### config.mk
export PLATFORM = sky130hd
export DESIGN_NAME = rrt_regs
export DESIGN_NICKNAME = d
export VERILOG_FILES = /design/src/rrt_pkg.sv /design/src/rrt_pattern_gen.sv /design/src/rrt_rate_gate.sv /design/src/rrt_regs.sv
export SDC_FILE = /design/constraint.sdc
export NUM_CORES = 1
export LEC_CHECK = 0
export ABC_AREA = 1
export BUFFER_PORTS_ARGS = -buffer_cell sky130_fd_sc_hd__buf_2
export CAP_MARGIN = 20
export CELL_PAD_IN_SITES_DETAIL_PLACEMENT = 1
export CELL_PAD_IN_SITES_GLOBAL_PLACEMENT = 2
export CORE_MARGIN = 1
export CORE_UTILIZATION = 34
export CTS_BUF_LIST = sky130_fd_sc_hd__clkbuf_4 sky130_fd_sc_hd__clkbuf_8
export DETAILED_ROUTE_END_ITERATION = 12
export HOLD_SLACK_MARGIN = 0.12
export PLACE_DENSITY = 0.81
export REMOVE_ABC_BUFFERS = 1
export SKIP_CTS_REPAIR_TIMING = 1
export SYNTH_ARGS = -nofsm -noshare
export SYNTH_HDL_FRONTEND = slang
export SYNTH_SLANG_ARGS = --single-unit
### constraint.sdc
create_clock -name clk -period 2.46 [get_ports clk]
set_input_delay 0.369 -clock clk [delete_from_list [all_inputs] [get_ports clk]]
set_output_delay 0.369 -clock clk [all_outputs]
set_load 0.01 [all_outputs]
### src/rrt_pkg.sv
// Shared constants for the rate, test-pattern and state-readout register slice.
package rrt_pkg;

  // Register offsets in bank 0.
  localparam logic [6:0] RRT_OFS_MULT   = 7'h04;
  localparam logic [6:0] RRT_OFS_DIV    = 7'h05;
  localparam logic [6:0] RRT_OFS_SETTLE = 7'h08;
  localparam logic [6:0] RRT_OFS_TRIM   = 7'h0b;
  localparam logic [6:0] RRT_OFS_TEST   = 7'h0c;
  localparam logic [6:0] RRT_OFS_STATE  = 7'h0f;

  // Values after reset.
  localparam logic [7:0] RRT_RST_MULT   = 8'h00;
  localparam logic [7:0] RRT_RST_DIV    = 8'h00;
  localparam logic [7:0] RRT_RST_SETTLE = 8'hc3;
  localparam logic [7:0] RRT_RST_TRIM   = 8'h40;
  localparam logic [7:0] RRT_RST_TEST   = 8'h00;
  localparam logic [7:0] RRT_RST_STATE  = 8'hc0;

  // Field positions.
  localparam int RRT_SETTLE_SEL_LSB = 6;
  localparam int RRT_ADC_CLK_BIT    = 4;
  localparam int RRT_PREAMBLE_BIT   = 5;
  localparam int RRT_TEST_EN_BIT    = 0;

  // Mask of the writable bits in the settle register; bit 5 is reserved and reads zero.
  localparam logic [7:0] RRT_SETTLE_WMASK = 8'hdf;

  // Test pattern selections, by bit of the test pattern register.
  localparam logic [2:0] RRT_PAT_NONE    = 3'h0;
  localparam logic [2:0] RRT_PAT_PN9     = 3'h1;
  localparam logic [2:0] RRT_PAT_ONES    = 3'h2;
  localparam logic [2:0] RRT_PAT_ZEROS   = 3'h3;
  localparam logic [2:0] RRT_PAT_ALT     = 3'h4;
  localparam logic [2:0] RRT_PAT_CARRIER = 3'h5;
  localparam logic [2:0] RRT_PAT_MPN9    = 3'h7;

  // Seed of the nine-stage pseudo-random shift register.
  localparam logic [8:0] RRT_PN9_SEED = 9'h1ff;

  // Frame engine state codes.
  localparam logic [4:0] RRT_ST_IDLE     = 5'h00;
  localparam logic [4:0] RRT_ST_TX_DATAW = 5'h01;
  localparam logic [4:0] RRT_ST_TX_PRE   = 5'h02;
  localparam logic [4:0] RRT_ST_TX_SFD   = 5'h03;
  localparam logic [4:0] RRT_ST_TX_LEN   = 5'h04;
  localparam logic [4:0] RRT_ST_TX_PAY   = 5'h05;
  localparam logic [4:0] RRT_ST_TX_CRC   = 5'h06;
  localparam logic [4:0] RRT_ST_TX_POST  = 5'h07;
  localparam logic [4:0] RRT_ST_TX_OFF   = 5'h08;
  localparam logic [4:0] RRT_ST_TX_DIO   = 5'h09;
  localparam logic [4:0] RRT_ST_TX_DONE  = 5'h0b;
  localparam logic [4:0] RRT_ST_RX_SFDW  = 5'h11;
  localparam logic [4:0] RRT_ST_RX_LEN   = 5'h14;
  localparam logic [4:0] RRT_ST_RX_PAY   = 5'h15;
  localparam logic [4:0] RRT_ST_RX_CRC   = 5'h16;
  localparam logic [4:0] RRT_ST_RX_POST  = 5'h17;
  localparam logic [4:0] RRT_ST_RX_OFF   = 5'h18;
  localparam logic [4:0] RRT_ST_RX_DIO   = 5'h19;
  localparam logic [4:0] RRT_ST_RX_DIV1  = 5'h1c;
  localparam logic [4:0] RRT_ST_RX_DIV2  = 5'h1d;
  localparam logic [4:0] RRT_ST_RX_FEC   = 5'h1f;

  // Clock rate and oscillator settle times in microseconds.
  localparam int RRT_CLK_MHZ      = 125;
  localparam int RRT_SETTLE_00_US = 2000;
  localparam int RRT_SETTLE_01_US = 1300;
  localparam int RRT_SETTLE_10_US = 1000;
  localparam int RRT_SETTLE_11_US = 600;
  localparam int RRT_SETTLE_00_CYC = RRT_SETTLE_00_US * RRT_CLK_MHZ;
  localparam int RRT_SETTLE_01_CYC = RRT_SETTLE_01_US * RRT_CLK_MHZ;
  localparam int RRT_SETTLE_10_CYC = RRT_SETTLE_10_US * RRT_CLK_MHZ;
  localparam int RRT_SETTLE_11_CYC = RRT_SETTLE_11_US * RRT_CLK_MHZ;
  localparam int RRT_SETTLE_W      = 18;

  // Signal-strength converter clock choices in kHz.
  localparam int RRT_ADC_KHZ_LOW  = 1800;
  localparam int RRT_ADC_KHZ_HIGH = 2000;

  // Settle timer states.
  typedef enum logic [1:0] {RRT_OSC_WAIT, RRT_OSC_STABLE} rrt_osc_e;

endpackage

### src/rrt_pattern_gen.sv
// Transmit test-pattern generator with standard and meter-style PN9.
`timescale 1ns/1ps
module rrt_pattern_gen
  import rrt_pkg::*;
(
  // Clock and reset
  input  wire logic       clk,
  input  wire logic       nrst,
  // Control
  input  wire logic [2:0] pat_sel,
  input  wire logic       bit_tick,
  // Output
  output logic            pat_bit
);

  logic [8:0] lfsr_reg;
  logic [8:0] lfsr_next;
  logic       fb;
  logic       alt_reg;
  logic       bit_next;
  logic       bit_reg;

  // Standard taps stages 9 and 5; the meter variant feeds stage 4 into the XOR.
  assign fb = (pat_sel == RRT_PAT_MPN9) ? (lfsr_reg[8] ^ lfsr_reg[3])
                                        : (lfsr_reg[8] ^ lfsr_reg[4]);
  assign lfsr_next = {lfsr_reg[7:0], fb};
  assign bit_next  = (pat_sel == RRT_PAT_PN9 || pat_sel == RRT_PAT_MPN9) ? lfsr_reg[8] :
                     (pat_sel == RRT_PAT_ONES) ? 1'b1 :
                     (pat_sel == RRT_PAT_ALT)  ? alt_reg : 1'b0;

  // One bit per tick; idle selection keeps the register at its seed.
  always_ff @(posedge clk)
  begin
    if (!nrst || pat_sel == RRT_PAT_NONE)
    begin
      lfsr_reg <= RRT_PN9_SEED;
      alt_reg  <= 1'b0;
      bit_reg  <= 1'b0;
    end
    else if (bit_tick)
    begin
      lfsr_reg <= lfsr_next;
      alt_reg  <= ~alt_reg;
      bit_reg  <= bit_next;
    end
  end

  assign pat_bit = bit_reg;

endmodule

### src/rrt_rate_gate.sv
// Fractional rate converter that gates base-rate pulses with a period counter.
`timescale 1ns/1ps
module rrt_rate_gate (
  // Clock and reset
  input  wire logic       clk,
  input  wire logic       nrst,
  // Settings
  input  wire logic [7:0] mult,
  input  wire logic [7:0] div,
  // Pulses
  input  wire logic       base_tick,
  output logic            rate_tick
);

  logic [7:0] cnt_reg;
  logic [7:0] cnt_next;
  logic       pass;

  // The counter wraps after div; a pulse passes while the count is at most mult.
  // Passed pulses bunch at the start of the period, hence the jitter.
  assign cnt_next  = (cnt_reg >= div) ? 8'h00 : cnt_reg + 8'h01;
  assign pass      = ({1'b0, cnt_reg} < ({1'b0, mult} + 9'h001));
  assign rate_tick = base_tick && pass;

  // Advance only on base pulses.
  always_ff @(posedge clk)
  begin
    if (!nrst)
      cnt_reg <= 8'h00;
    else if (base_tick)
      cnt_reg <= cnt_next;
  end

endmodule

### src/rrt_regs.sv
// Rate conversion, settle, trim, test pattern and state readout registers.
//
// Operation
// - Base rates 50/100/200/400 kbps come straight from the three-bit base field.
// - Effective rate is base times (multiplier+1) over (divisor+1), divisor above multiplier.
// - A counter cycles over divisor+1 pulses, passing those below multiplier+1.
// - Converted timing is not PLL locked; jitter is divisor minus multiplier periods.
// - Settle wait field: 00 2ms, 01 1.3ms, 10 1ms, 11 0.6ms; resets 11.
// - Converter clock select bit picks 1.8 MHz clear, 2.0 MHz set; resets clear.
// - Test register: bit 0 enable, bits 1-5 and 7 select patterns.
// - With several selects set, only the lowest-numbered one counts.
// - Test patterns go out at the base field bit rate.
// - Meter PN9 feeds stage D4 into the feedback XOR.
// - State readout 0x00 means idle, after off command and engine reset.
// - Transmit states report codes 0x01 to 0x09 and 0x0B.
// - Receive states report 0x11, 0x14-0x19, 0x1C, 0x1D and 0x1F.
// - Bit 5 of the state register shows preamble match, independent of sync count.
`timescale 1ns/1ps
module rrt_regs
  import rrt_pkg::*;
#(
  parameter int SETTLE_00_CYC = RRT_SETTLE_00_CYC,
  parameter int SETTLE_01_CYC = RRT_SETTLE_01_CYC,
  parameter int SETTLE_10_CYC = RRT_SETTLE_10_CYC,
  parameter int SETTLE_11_CYC = RRT_SETTLE_11_CYC
)
(
  // Clock and reset
  input  wire logic       clk,
  input  wire logic       nrst,
  // Register port behind the serial interface
  input  wire logic [6:0] reg_addr,
  input  wire logic [7:0] reg_wdata,
  input  wire logic       reg_wr,
  input  wire logic       reg_rd,
  output logic [7:0]      reg_rdata,
  output logic            reg_hit,
  // Oscillator control
  input  wire logic       osc_restart,
  output logic            clk_stable,
  output logic            adc_clk_high,
  output logic [6:0]      load_cap_trim,
  // Data rate
  input  wire logic [2:0] base_rate_sel,
  input  wire logic       base_tick,
  input  wire logic       frac_enable,
  output logic            rate_tick,
  output logic [2:0]      rate_sel_out,
  // Test pattern
  output logic            test_active,
  output logic            carrier_on,
  output logic            test_bit,
  output logic [2:0]      test_pattern,
  // Frame engine monitor
  input  wire logic [4:0] frame_engine_state,
  input  wire logic       preamble_match,
  output logic            state_code_known
);

  // Stored registers.
  logic [7:0] mult_reg;
  logic [7:0] div_reg;
  logic [7:0] settle_reg;
  logic [7:0] trim_reg;
  logic [7:0] test_reg;
  logic [1:0] state_rsv_reg;
  logic [4:0] state_snap_reg;
  logic       preamble_seen_flag_reg;
  logic [7:0] rdata_reg;
  logic       hit_reg;
  logic       known_reg;

  // Address decode.
  wire sel_mult   = (reg_addr == RRT_OFS_MULT);
  wire sel_div    = (reg_addr == RRT_OFS_DIV);
  wire sel_settle = (reg_addr == RRT_OFS_SETTLE);
  wire sel_trim   = (reg_addr == RRT_OFS_TRIM);
  wire sel_test   = (reg_addr == RRT_OFS_TEST);
  wire sel_state  = (reg_addr == RRT_OFS_STATE);
  wire sel_any    = sel_mult | sel_div | sel_settle | sel_trim | sel_test | sel_state;

  // Field views.
  wire [1:0] settle_wait_select = settle_reg[RRT_SETTLE_SEL_LSB +: 2];
  wire       pn9_pattern_select  = test_reg[1];
  wire       all_ones_select     = test_reg[2];
  wire       all_zeros_select    = test_reg[3];
  wire       alternating_select  = test_reg[4];
  wire       carrier_select      = test_reg[5];
  wire       meter_pn9_select    = test_reg[7];
  wire       test_en             = test_reg[RRT_TEST_EN_BIT];

  // Register writes; reserved bits that are writable simply hold what is written.
  always_ff @(posedge clk)
  begin
    if (!nrst)
    begin
      mult_reg      <= RRT_RST_MULT;
      div_reg       <= RRT_RST_DIV;
      settle_reg    <= RRT_RST_SETTLE;
      trim_reg      <= RRT_RST_TRIM;
      test_reg      <= RRT_RST_TEST;
      state_rsv_reg <= RRT_RST_STATE[7:6];
    end
    else if (reg_wr)
    begin
      if (sel_mult)
        mult_reg <= reg_wdata;
      if (sel_div)
        div_reg <= reg_wdata;
      if (sel_settle)
        settle_reg <= reg_wdata & RRT_SETTLE_WMASK;
      if (sel_trim)
        trim_reg <= reg_wdata;
      if (sel_test)
        test_reg <= reg_wdata;
      if (sel_state)
        state_rsv_reg <= reg_wdata[7:6];
    end
  end

  // Live snapshot of the frame engine; the low bits follow the engine, not writes.
  always_ff @(posedge clk)
  begin
    if (!nrst)
    begin
      state_snap_reg         <= RRT_ST_IDLE;
      preamble_seen_flag_reg <= 1'b0;
    end
    else
    begin
      state_snap_reg         <= frame_engine_state;
      preamble_seen_flag_reg <= preamble_match;
    end
  end

  // Flags a readout code outside the known set so debug software can reread.
  function automatic logic code_known(input logic [4:0] c);
    unique case (c)
      RRT_ST_IDLE, RRT_ST_TX_DATAW, RRT_ST_TX_PRE, RRT_ST_TX_SFD, RRT_ST_TX_LEN,
      RRT_ST_TX_PAY, RRT_ST_TX_CRC, RRT_ST_TX_POST, RRT_ST_TX_OFF, RRT_ST_TX_DIO,
      RRT_ST_TX_DONE, RRT_ST_RX_SFDW, RRT_ST_RX_LEN, RRT_ST_RX_PAY, RRT_ST_RX_CRC,
      RRT_ST_RX_POST, RRT_ST_RX_OFF, RRT_ST_RX_DIO, RRT_ST_RX_DIV1, RRT_ST_RX_DIV2,
      RRT_ST_RX_FEC:
        code_known = 1'b1;
      default:
        code_known = 1'b0;
    endcase
  endfunction

  always_ff @(posedge clk)
  begin
    if (!nrst)
      known_reg <= 1'b1;
    else
      known_reg <= code_known(state_snap_reg);
  end

  assign state_code_known = known_reg;

  // Read multiplexer; an unmapped address answers zero with no hit.
  wire [7:0] state_word = {state_rsv_reg, preamble_seen_flag_reg, state_snap_reg};
  wire [7:0] rd_mux = sel_mult   ? mult_reg   :
                      sel_div    ? div_reg    :
                      sel_settle ? settle_reg :
                      sel_trim   ? trim_reg   :
                      sel_test   ? test_reg   :
                      sel_state  ? state_word : 8'h00;

  // Read data is registered and holds until the next read.
  always_ff @(posedge clk)
  begin
    if (!nrst)
    begin
      rdata_reg <= 8'h00;
      hit_reg   <= 1'b0;
    end
    else if (reg_rd)
    begin
      rdata_reg <= rd_mux;
      hit_reg   <= sel_any;
    end
  end

  assign reg_rdata = rdata_reg;
  assign reg_hit   = hit_reg;

  // Settle wait selection: the length is latched when a wait starts.
  wire [RRT_SETTLE_W-1:0] settle_len =
    (settle_wait_select == 2'b00) ? RRT_SETTLE_W'(SETTLE_00_CYC) :
    (settle_wait_select == 2'b01) ? RRT_SETTLE_W'(SETTLE_01_CYC) :
    (settle_wait_select == 2'b10) ? RRT_SETTLE_W'(SETTLE_10_CYC) :
                                    RRT_SETTLE_W'(SETTLE_11_CYC);

  rrt_osc_e               osc_reg;
  rrt_osc_e               osc_next;
  logic [RRT_SETTLE_W-1:0] wait_reg;
  logic [RRT_SETTLE_W-1:0] wait_next;

  // The timer counts down; register access stays open during the wait.
  always_comb
  begin
    osc_next  = osc_reg;
    wait_next = wait_reg;
    unique case (osc_reg)
      RRT_OSC_WAIT:
      begin
        if (wait_reg <= RRT_SETTLE_W'(1))
          osc_next = RRT_OSC_STABLE;
        else
          wait_next = wait_reg - RRT_SETTLE_W'(1);
      end
      RRT_OSC_STABLE:
      begin
        wait_next = settle_len;
      end
    endcase
    if (osc_restart)
    begin
      osc_next  = RRT_OSC_WAIT;
      wait_next = settle_len;
    end
  end

  // After reset the wait uses the reset selection, the shortest one.
  always_ff @(posedge clk)
  begin
    if (!nrst)
    begin
      osc_reg  <= RRT_OSC_WAIT;
      wait_reg <= RRT_SETTLE_W'(SETTLE_11_CYC);
    end
    else
    begin
      osc_reg  <= osc_next;
      wait_reg <= wait_next;
    end
  end

  assign clk_stable = (osc_reg == RRT_OSC_STABLE);

  // Oscillator and converter settings out.
  assign adc_clk_high  = settle_reg[RRT_ADC_CLK_BIT];
  assign load_cap_trim = trim_reg[6:0];

  // Fractional converter; bypassed when not asked for so fixed rates are untouched.
  logic gated_tick;

  rrt_rate_gate u_gate (
    .clk       (clk),
    .nrst      (nrst),
    .mult      (mult_reg),
    .div       (div_reg),
    .base_tick (base_tick),
    .rate_tick (gated_tick)
  );

  assign rate_tick    = frac_enable ? gated_tick : base_tick;
  assign rate_sel_out = base_rate_sel;

  // Priority encoder: the lowest set select bit wins; bit 6 is reserved.
  wire [2:0] pat_pick = pn9_pattern_select ? RRT_PAT_PN9     :
                        all_ones_select    ? RRT_PAT_ONES    :
                        all_zeros_select   ? RRT_PAT_ZEROS   :
                        alternating_select ? RRT_PAT_ALT     :
                        carrier_select     ? RRT_PAT_CARRIER :
                        meter_pn9_select   ? RRT_PAT_MPN9    : RRT_PAT_NONE;
  wire [2:0] pat_sel  = test_en ? pat_pick : RRT_PAT_NONE;

  // Patterns step on the base pulse, not the converted one.
  rrt_pattern_gen u_pat (
    .clk      (clk),
    .nrst     (nrst),
    .pat_sel  (pat_sel),
    .bit_tick (base_tick),
    .pat_bit  (test_bit)
  );

  // Pattern status flags are registered so they change with the pattern itself.
  logic       active_reg;
  logic       carrier_reg;
  logic [2:0] pattern_reg;

  always_ff @(posedge clk)
  begin
    if (!nrst)
    begin
      active_reg  <= 1'b0;
      carrier_reg <= 1'b0;
      pattern_reg <= RRT_PAT_NONE;
    end
    else
    begin
      active_reg  <= (pat_sel != RRT_PAT_NONE);
      carrier_reg <= (pat_sel == RRT_PAT_CARRIER);
      pattern_reg <= pat_sel;
    end
  end

  assign test_active  = active_reg;
  assign carrier_on   = carrier_reg;
  assign test_pattern = pattern_reg;

endmodule

After elaboration in Yosys (flattened, before gate mapping)
Memories as Yosys holds them, arrays and structs flattened. A register that Yosys moved wholly into a read port is not among the register bits.
Cells that the tools add are included.

cells by class
  $add $sub $neg = 3
  magnitude comparators = 3
  equality and inequality tests = 14
  multiplexer cells = 25
  bitwise logic cells = 9
  reductions and logical operators = 17

operators with widths
  cell                   number
  $mux 18                4
  $mux 8                 7
  $pmux 18 s2            1
  $eq 7x4->1 const B     4
  $mux 3                 7
  $le 18x1->1 const B    1
  $sub 18x1->18 const B  1
  $mux 16                1
  $eq 7x3->1 const B     2
  $reduce_and 2->1       7
  $add 8x1->9 const B    1
  $eq 3x3->1 const B     3
  $lt 8x9->1             1
  $add 8x1->8 const B    1
  $ge 8x8->1             1
  $mux 1                 5
  $or 1x1->1             5
  $logic_not 2->1        2
  $eq 3x1->1 const B     1
  $eq 3x2->1 const B     1
  $logic_not 3->1        1
  $ne 3x3->1 const B     1
  $reduce_bool 3->1      1
  $eq 2x1->1 const B     1
  7 further kinds        11

storage, ports and cells
  bits in registers = 99
  bits in read-only memories = 32
  output and inout port bits = 29
  logic and storage cells = 91
  memories = 1

memories
  name             words  width  rd ports  clocked after Yosys merged registers in  wr ports  RTL line         RTL
  (no name shown)  32     1      1         1                                        0         rrt_regs.sv:138  unique case (c)

Longest topological paths before layout
Gate-level depths: netlist of the first run.

  depth in word-level cells = 11
  gate-level depth with buffers = 12
  mapped depth without buffers = 12

By module
From an unflattened synthesis of the first run, not the netlist that was laid out.

unflattened totals
  cell total of the unflattened synthesis = 785
  area, all modules = 5495.3 µm²

by module, submodules not included
  module           times used  cells each  area each (µm²)  seq. area each (µm²)
  rrt_regs         1           595         4162.7           1621.6
  rrt_rate_gate    1           127         867.1            160.2
  rrt_pattern_gen  1           63          465.4            220.2

Least setup slack after synthesis of the first run
No wires, ideal clock.

  kind = register -> output
  start = reg mult_reg[0]
  end = out rate_tick
  arrival = 1.844 ns
  path slack = 0.247 ns
  cell stages (with the launch flop) = 12
  buffers on the path = 0
  cells stage by stage = dfxtp_1 inv_1 nor3_1 nand3_1 nor3_1 xor2_1 ha_1 nand3b_1 nor2_1 nor2_1 nand2_1 a21oi_1

on the way
  cells in the longest elaborated chain, start to end = 4

ends and longest elaborated chain
  what                    RTL line             RTL
  from (decl)             rrt_regs.sv:61       logic [7:0] mult_reg;
  from (signal assigned)  rrt_regs.sv:107      mult_reg <= reg_wdata;
  $add 8x1->9             rrt_rate_gate.sv:22  assign pass = ({1'b0, cnt_reg} < ({1'b0, mult} + 9'h001));
  $lt 8x9->1              rrt_rate_gate.sv:22
  $logic_and 1x1->1       rrt_rate_gate.sv:23  assign rate_tick = base_tick && pass;
  $mux 1                  rrt_regs.sv:257      assign rate_tick = frac_enable ? gated_tick : base_tick;
  to (decl)               rrt_regs.sv:47       output logic rate_tick,

No other way between the ends.

Final worst setup path of the first run
  start = reg mult_reg[1]
  end = out rate_tick

Same word-level chain as after synthesis.

==> impl_metrics.ini, run 1 <==
[timing]
slew_viol_final = 0
slew_headroom = 0.568
tightest_slew_ns = 0.647
fin_crit_sh = 1.10
grt_setup_unrepaired = yes
tns_ns = -0.258
finalClockSkew_ns = 0.0224
setup-violations-final = 1
clock.fmax_mhz = 368
setup_slack_ns = -0.258
min_period_ns = 2.72
hold_viol_final = 0

[placement]
numPortBuffers = 53
pre_cts_ws_ns = 0.0285
place.gp.congestion = 0.836
dp_hpwl_um = 13000
dpl.cell_count = 1017

[worst_setup_path]
critPathCaptureType = primary output
cp.arrival_ns = 2.35
start_kind = flip-flop
reg2reg_slack_ns = 0.46
reg2reg_depth = 11
worstSetupPathType = flip-flop to primary output
crit_required_ns = 2.09
path_max_fanout = 3

[drt]
ant_nets = 0
via_count = 5142
dr.pass1.iters = 4
routed_via_density = 4.97
totalWireLength_um = 16800
avgRoutedWirePerCell_um = 16.2
drc = 0
first_iter_violations = 241

[logic_synthesis]
synth_cell_types = 46
yosys_register_bits = 100
avgSynthCellArea_um2 = 7.04
netlist_area_um2 = 5440
ys_warn_count = 0
netlist_instances = 772
synth_edf_count = 0
synth_ff_type = dfxtp_1
synthArstFlopShare = 0
yosysSeqAreaShare = 0.368

[grt]
grt_pass1_wl_um = 27200
antenna_found_initial = 0
grt_pass1_vias = 5171
gr-usage-all-layers = 0.215
grt_max_degree = 28
grt_overflow = 0

[clock_network]
tritoncts = yes
cts_root_buffer = clkbuf_8
insertion_delay_ns = 0.39
cts_buffer_depth = 2
clkTransAtPathRegs_ns = 0.12
numCtsBuffers = 9
ctsHtreeMaxLevel = 3
cts.sink_count = 100

[die]
start_util = 0.352
dieArea_um2 = 16500
die_y_um = 128
core_um2 = 15400
die_w_um = 128
io_pins = 60
placementRows = 45

[final_layout]
drive_gt1_frac = 0.138
fin_nets = 876
synthToLayoutAreaGrowth_pct = 11.7
diodes = 0
largest_reg_flops = 18
layout.cells.non_filler = 1035

[min_path]
hp-class = input port to flip-flop
min_delay_path_depth = 3

[pwr]
power_density_nw_per_um2 = 485
irDropWorstVdd_uv = 341
leakage_nw = 2.78
total_power_mw = 2.94

[job]
max_cap_viol_count = 0

[status]
status = complete, but fails checks
violations = setup timing
[path summary, 6_finish.rpt]
path                                     start                     end
worst max-delay path               mult_reg[1]               rate_tick
worst min-delay path            preamble_match  preamble_seen_flag_reg
worst max register to register     wait_reg[0]            wait_reg[11]
worst min register to register   settle_reg[2]           settle_reg[2]
[per-stage QoR]
stage | utilization | instance area [µm²] | hold WS [ns]
after CTS | 0.391 | 6030 | 0.139
after floorplan | - | 5240 | 0.425
after global placement | 0.379 | 5850 | 0.433
after global routing | 0.394 | 6070 | 0.171
after detailed placement | 0.379 | 5850 | 0.449
final | 0.394 | 6070 | 0.153
[where the power goes]
group | switching, mW | leakage [nW] | total [mW] | internal [mW]
Sequential | 0.0170 | 0.812 | 1.66 | 1.64
Combinational | 0.170 | 1.88 | 0.244 | 0.0739
Clock | 0.640 | 0.0946 | 1.05 | 0.405
Total | 0.827 | 2.78 | 2.94 | 2.12
[per-layer routing]
metal  track usage  up-vias  share of wire
met5             0        -              0
met4        0.0651        0          0.015
met3        0.0291       14          0.040
met2         0.355      102           0.46
met1         0.290     2438           0.49
li1              -     2588              -
[cells in the mapped netlist, types with 2 or more instances]
cell type,instances,share of area
inv_1,95,0.066
inv_2,2,0.0014
nand3b_1,4,0.0055
buf_4,11,0.015
dfxtp_1,100,0.37
clkbuf_1,10,0.0069
nand4_1,11,0.013
a21oi_2,3,0.0048
a21oi_1,58,0.053
xor2_1,10,0.016
xnor2_1,8,0.013
a211oi_1,2,0.0028
nor3b_1,2,0.0028
nor2_4,2,0.0041
o21ai_1,10,0.0092
clkinv_1,3,0.0021
or2_2,2,0.0023
nand2_1,165,0.11
o21ai_0,54,0.050
nor3_1,13,0.012
nor2_1,92,0.064
nand3_1,42,0.039
a31oi_1,2,0.0023
o211ai_1,13,0.018
nand2_4,6,0.012
nor2_2,3,0.0035
buf_6,5,0.010
ha_1,26,0.060
[final cells by class]
cell class | count | area [µm²]
clock buffers | 10 | 138
flip-flops and latches | 100 | 2010
fillers | 2031 | 9350
clock inverters | 6 | 46.3
well taps | 211 | 264
repair buffers | 65 | 355
multi-input cells | 542 | 2880
inverters | 101 | 382
[critical path, stage by stage (launching register included)]
cell	delay (ns)
dfxtp_2	0.37
ha_1	0.19
nand3_1	0.12
inv_1	0.09
nand3_1	0.08
xor2_1	0.16
ha_1	0.30
nand2_1	0.05
nand3b_1	0.16
nand3b_1	0.16
nand2_1	0.09
a21oi_2	0.05
buf_2	0.13
[cells in the final DEF (no fill, tap or decap), types with 4 or more instances in the layout]
| cell | instances |
|---|---|
| clkbuf_8 | 10 |
| o21ai_0 | 53 |
| inv_1 | 94 |
| nand3b_1 | 4 |
| buf_4 | 12 |
| nand2_1 | 165 |
| nand4_1 | 11 |
| xor2_1 | 10 |
| buf_2 | 53 |
| nand2_4 | 6 |
| a21oi_2 | 4 |
| a21oi_1 | 57 |
| ha_1 | 26 |
| nor3_1 | 11 |
| xnor2_1 | 8 |
| o211ai_1 | 13 |
| o21ai_1 | 11 |
| nand3_1 | 41 |
| dfxtp_1 | 97 |
| nor2_1 | 92 |
[logic make-up (layout without fill, tap and decap cells)]
family                     after synthesis  after routing  synth area share
buffers and inverters                  130            182             0.106
adders and majority gates               26             26            0.0599
xor gates and xnor gates                18             18            0.0290
AOI/OAI and AO/OA                      150            150             0.153
DFF                                    100            100             0.368
and+or+nand+nor                        348            348             0.284
No activity file was read; power rests on OpenSTA's default activity.
==> run 2: changes to the inputs <==
- BUFFER_PORTS_ARGS: -buffer_cell sky130_fd_sc_hd__buf_2 -> unset
- CORE_UTILIZATION: 34 -> 37
- DONT_BUFFER_PORTS: unset -> 1
==> run 2 against run 1 <==
Effect of this change:
- the run still ends with setup timing left
- via count down 2.8%
- cell area down 1.5%
- global-route usage up 1.4 points
- total power about the same
- flip-flop and latch count unchanged
- worst setup slack better by 0.023 ns
- highest routed layer unchanged
==> impl_metrics.ini, run 2 (synthesis gave the netlist of run 1 again) <==
[timing]
setup-violations-final = 1
tightest_slew_ns = 0.632
setup_slack_ns = -0.235
finalClockSkew_ns = 0.0125
slew_viol_final = 0
hold_viol_final = 0
slew_headroom = 0.578
finalHoldWorstSlack_ns = 0.109
clock.fmax_mhz = 371
fin_crit_sh = 1.10
grt_setup_unrepaired = yes
min_period_ns = 2.70

[final_layout]
layout_common_cells = 165 x nand2_1, 97 x dfxtp_1, 92 x inv_1, 92 x nor2_1, 56 x a21oi_1
fillerInstances = 1791
drive_gt1_frac = 0.0841
fin_nets = 837
largest_reg_flops = 18
layout_commonest_cell = nand2_1
utilization = 0.424
synthToLayoutAreaGrowth_pct = 10.0
diodes = 0

[die]
core_um2 = 14100
placementRows = 43
die_y_um = 123
start_util = 0.386
die_w_um = 123
dieArea_um2 = 15200
io_pins = 60

[placement]
numPortBuffers = 0
place.gp.congestion = 0.895
dp_hpwl_um = 12400

[clock_network]
numCtsBuffers = 9
insertion_delay_ns = 0.39
cts.sink_count = 100
cts_root_buffer = clkbuf_8
ctsHtreeMaxLevel = 3
tritoncts = yes
clkTransAtPathRegs_ns = 0.10
cts_buffer_depth = 2

[grt]
grt_overflow = 0
gr-usage-all-layers = 0.229
grt_pass1_vias = 5142
grt_pass1_wl_um = 26100
grt_max_degree = 52
antenna_found_initial = 0

[worst_setup_path]
crit_required_ns = 2.09
critPathCaptureType = primary output
cp.arrival_ns = 2.33
worst-path-buf-inv = 2
critical_path.max_stage_delay_ns = 0.39
cpMaxStageDelayCell = dfxtp_4
critPathTopFamily = simple AND/OR/NAND/NOR gates
crit_chain = inv_2 -> nor3_4 -> nand3_2 -> buf_6 -> xor2_2 -> ha_1 -> nand2_1 -> nand3b_1 -> nor2_1 -> nor2_1 -> nand2_1 -> a21oi_2
start_kind = flip-flop
worstSetupPathType = flip-flop to primary output
path_max_fanout = 3

[pwr]
power_density_nw_per_um2 = 493
leakage_nw = 2.61
irDropWorstVdd_uv = 213
total_power_mw = 2.95

[drt]
totalWireLength_um = 17000
ant_nets = 0
dr.pass1.iters = 5
routed_via_density = 5.18
avgRoutedWirePerCell_um = 17.7
first_iter_violations = 296
drc = 0
via_count = 4998

[status]
violations = setup timing
status = complete, but fails checks

[min_path]
hp-class = input port to flip-flop

[job]
max_cap_viol_count = 0
==> run 2: cell count changes in the layout (fill, tap and decap cells not counted), sizes merged <==
| cell | change |
|---|---|
| buf | -54 |
| dlygate4sd3 | +15 |
| clkbuf | +2 |
| clkinvlp | -1 |
| inv | -1 |
==> run 2: through the flow <==
step	instance area, µm²	worst slack [ns]	cells	setup TNS (ns)
CTS	5730	-0.413	948	-0.413
floorplan	5240	0.247	743	0
global placement	5530	0.0794	932	0
finish	5980	-0.235	965	-0.235
detailed placement	5530	0.0248	932	0
global route	5980	-0.388	965	-0.388
==> run 2: worst paths after layout <==
kind	start	endpoint	slack, ns	cells past startpoint
worst max-delay path	mult_reg[1]	rate_tick	-0.24	12
worst min-delay path	nrst	settle_reg[4]	0.11	2
worst min register to register	settle_reg[3]	settle_reg[3]	0.46	2
worst max register to register	wait_reg[0]	wait_reg[11]	0.51	11
==> run 2: worst reg2reg max path: cells and delay by family (launching register included) <==
family / cells / cell delay [ns]
adders and majority gates: 1 / 0.27
DFF: 1 / 0.35
buffers and inverters: 4 / 0.37
and+or+nand+nor: 6 / 0.88
==> run 2: cell type report <==
cell class,count,area [µm²],share of cell area
clock buffers,12,165,0.0276
clock inverters,4,31.3,0.00523
inverters,101,382,0.0638
multi-input cells,542,2920,0.488
flip-flops and latches,100,2010,0.336
well taps,180,225,0.0377
repair buffers,26,249,0.0416
==> run 2: power breakdown <==
part	internal (mW)	switching [mW]	total [mW]
Combinational	0.0728	0.134	0.207
Sequential	1.64	0.0187	1.66
Clock	0.458	0.627	1.08
Total	2.17	0.780	2.95
==> run 2: per-layer routing <==
layer	GRT usage	part of all wire	routed length, µm	vias to the layer above
met5	0	0	0	-
met4	0.0896	0.019	317	0
met3	0.0369	0.029	494	21
met2	0.407	0.50	8530	69
met1	0.273	0.45	7690	2399
li1	-	-	-	2509
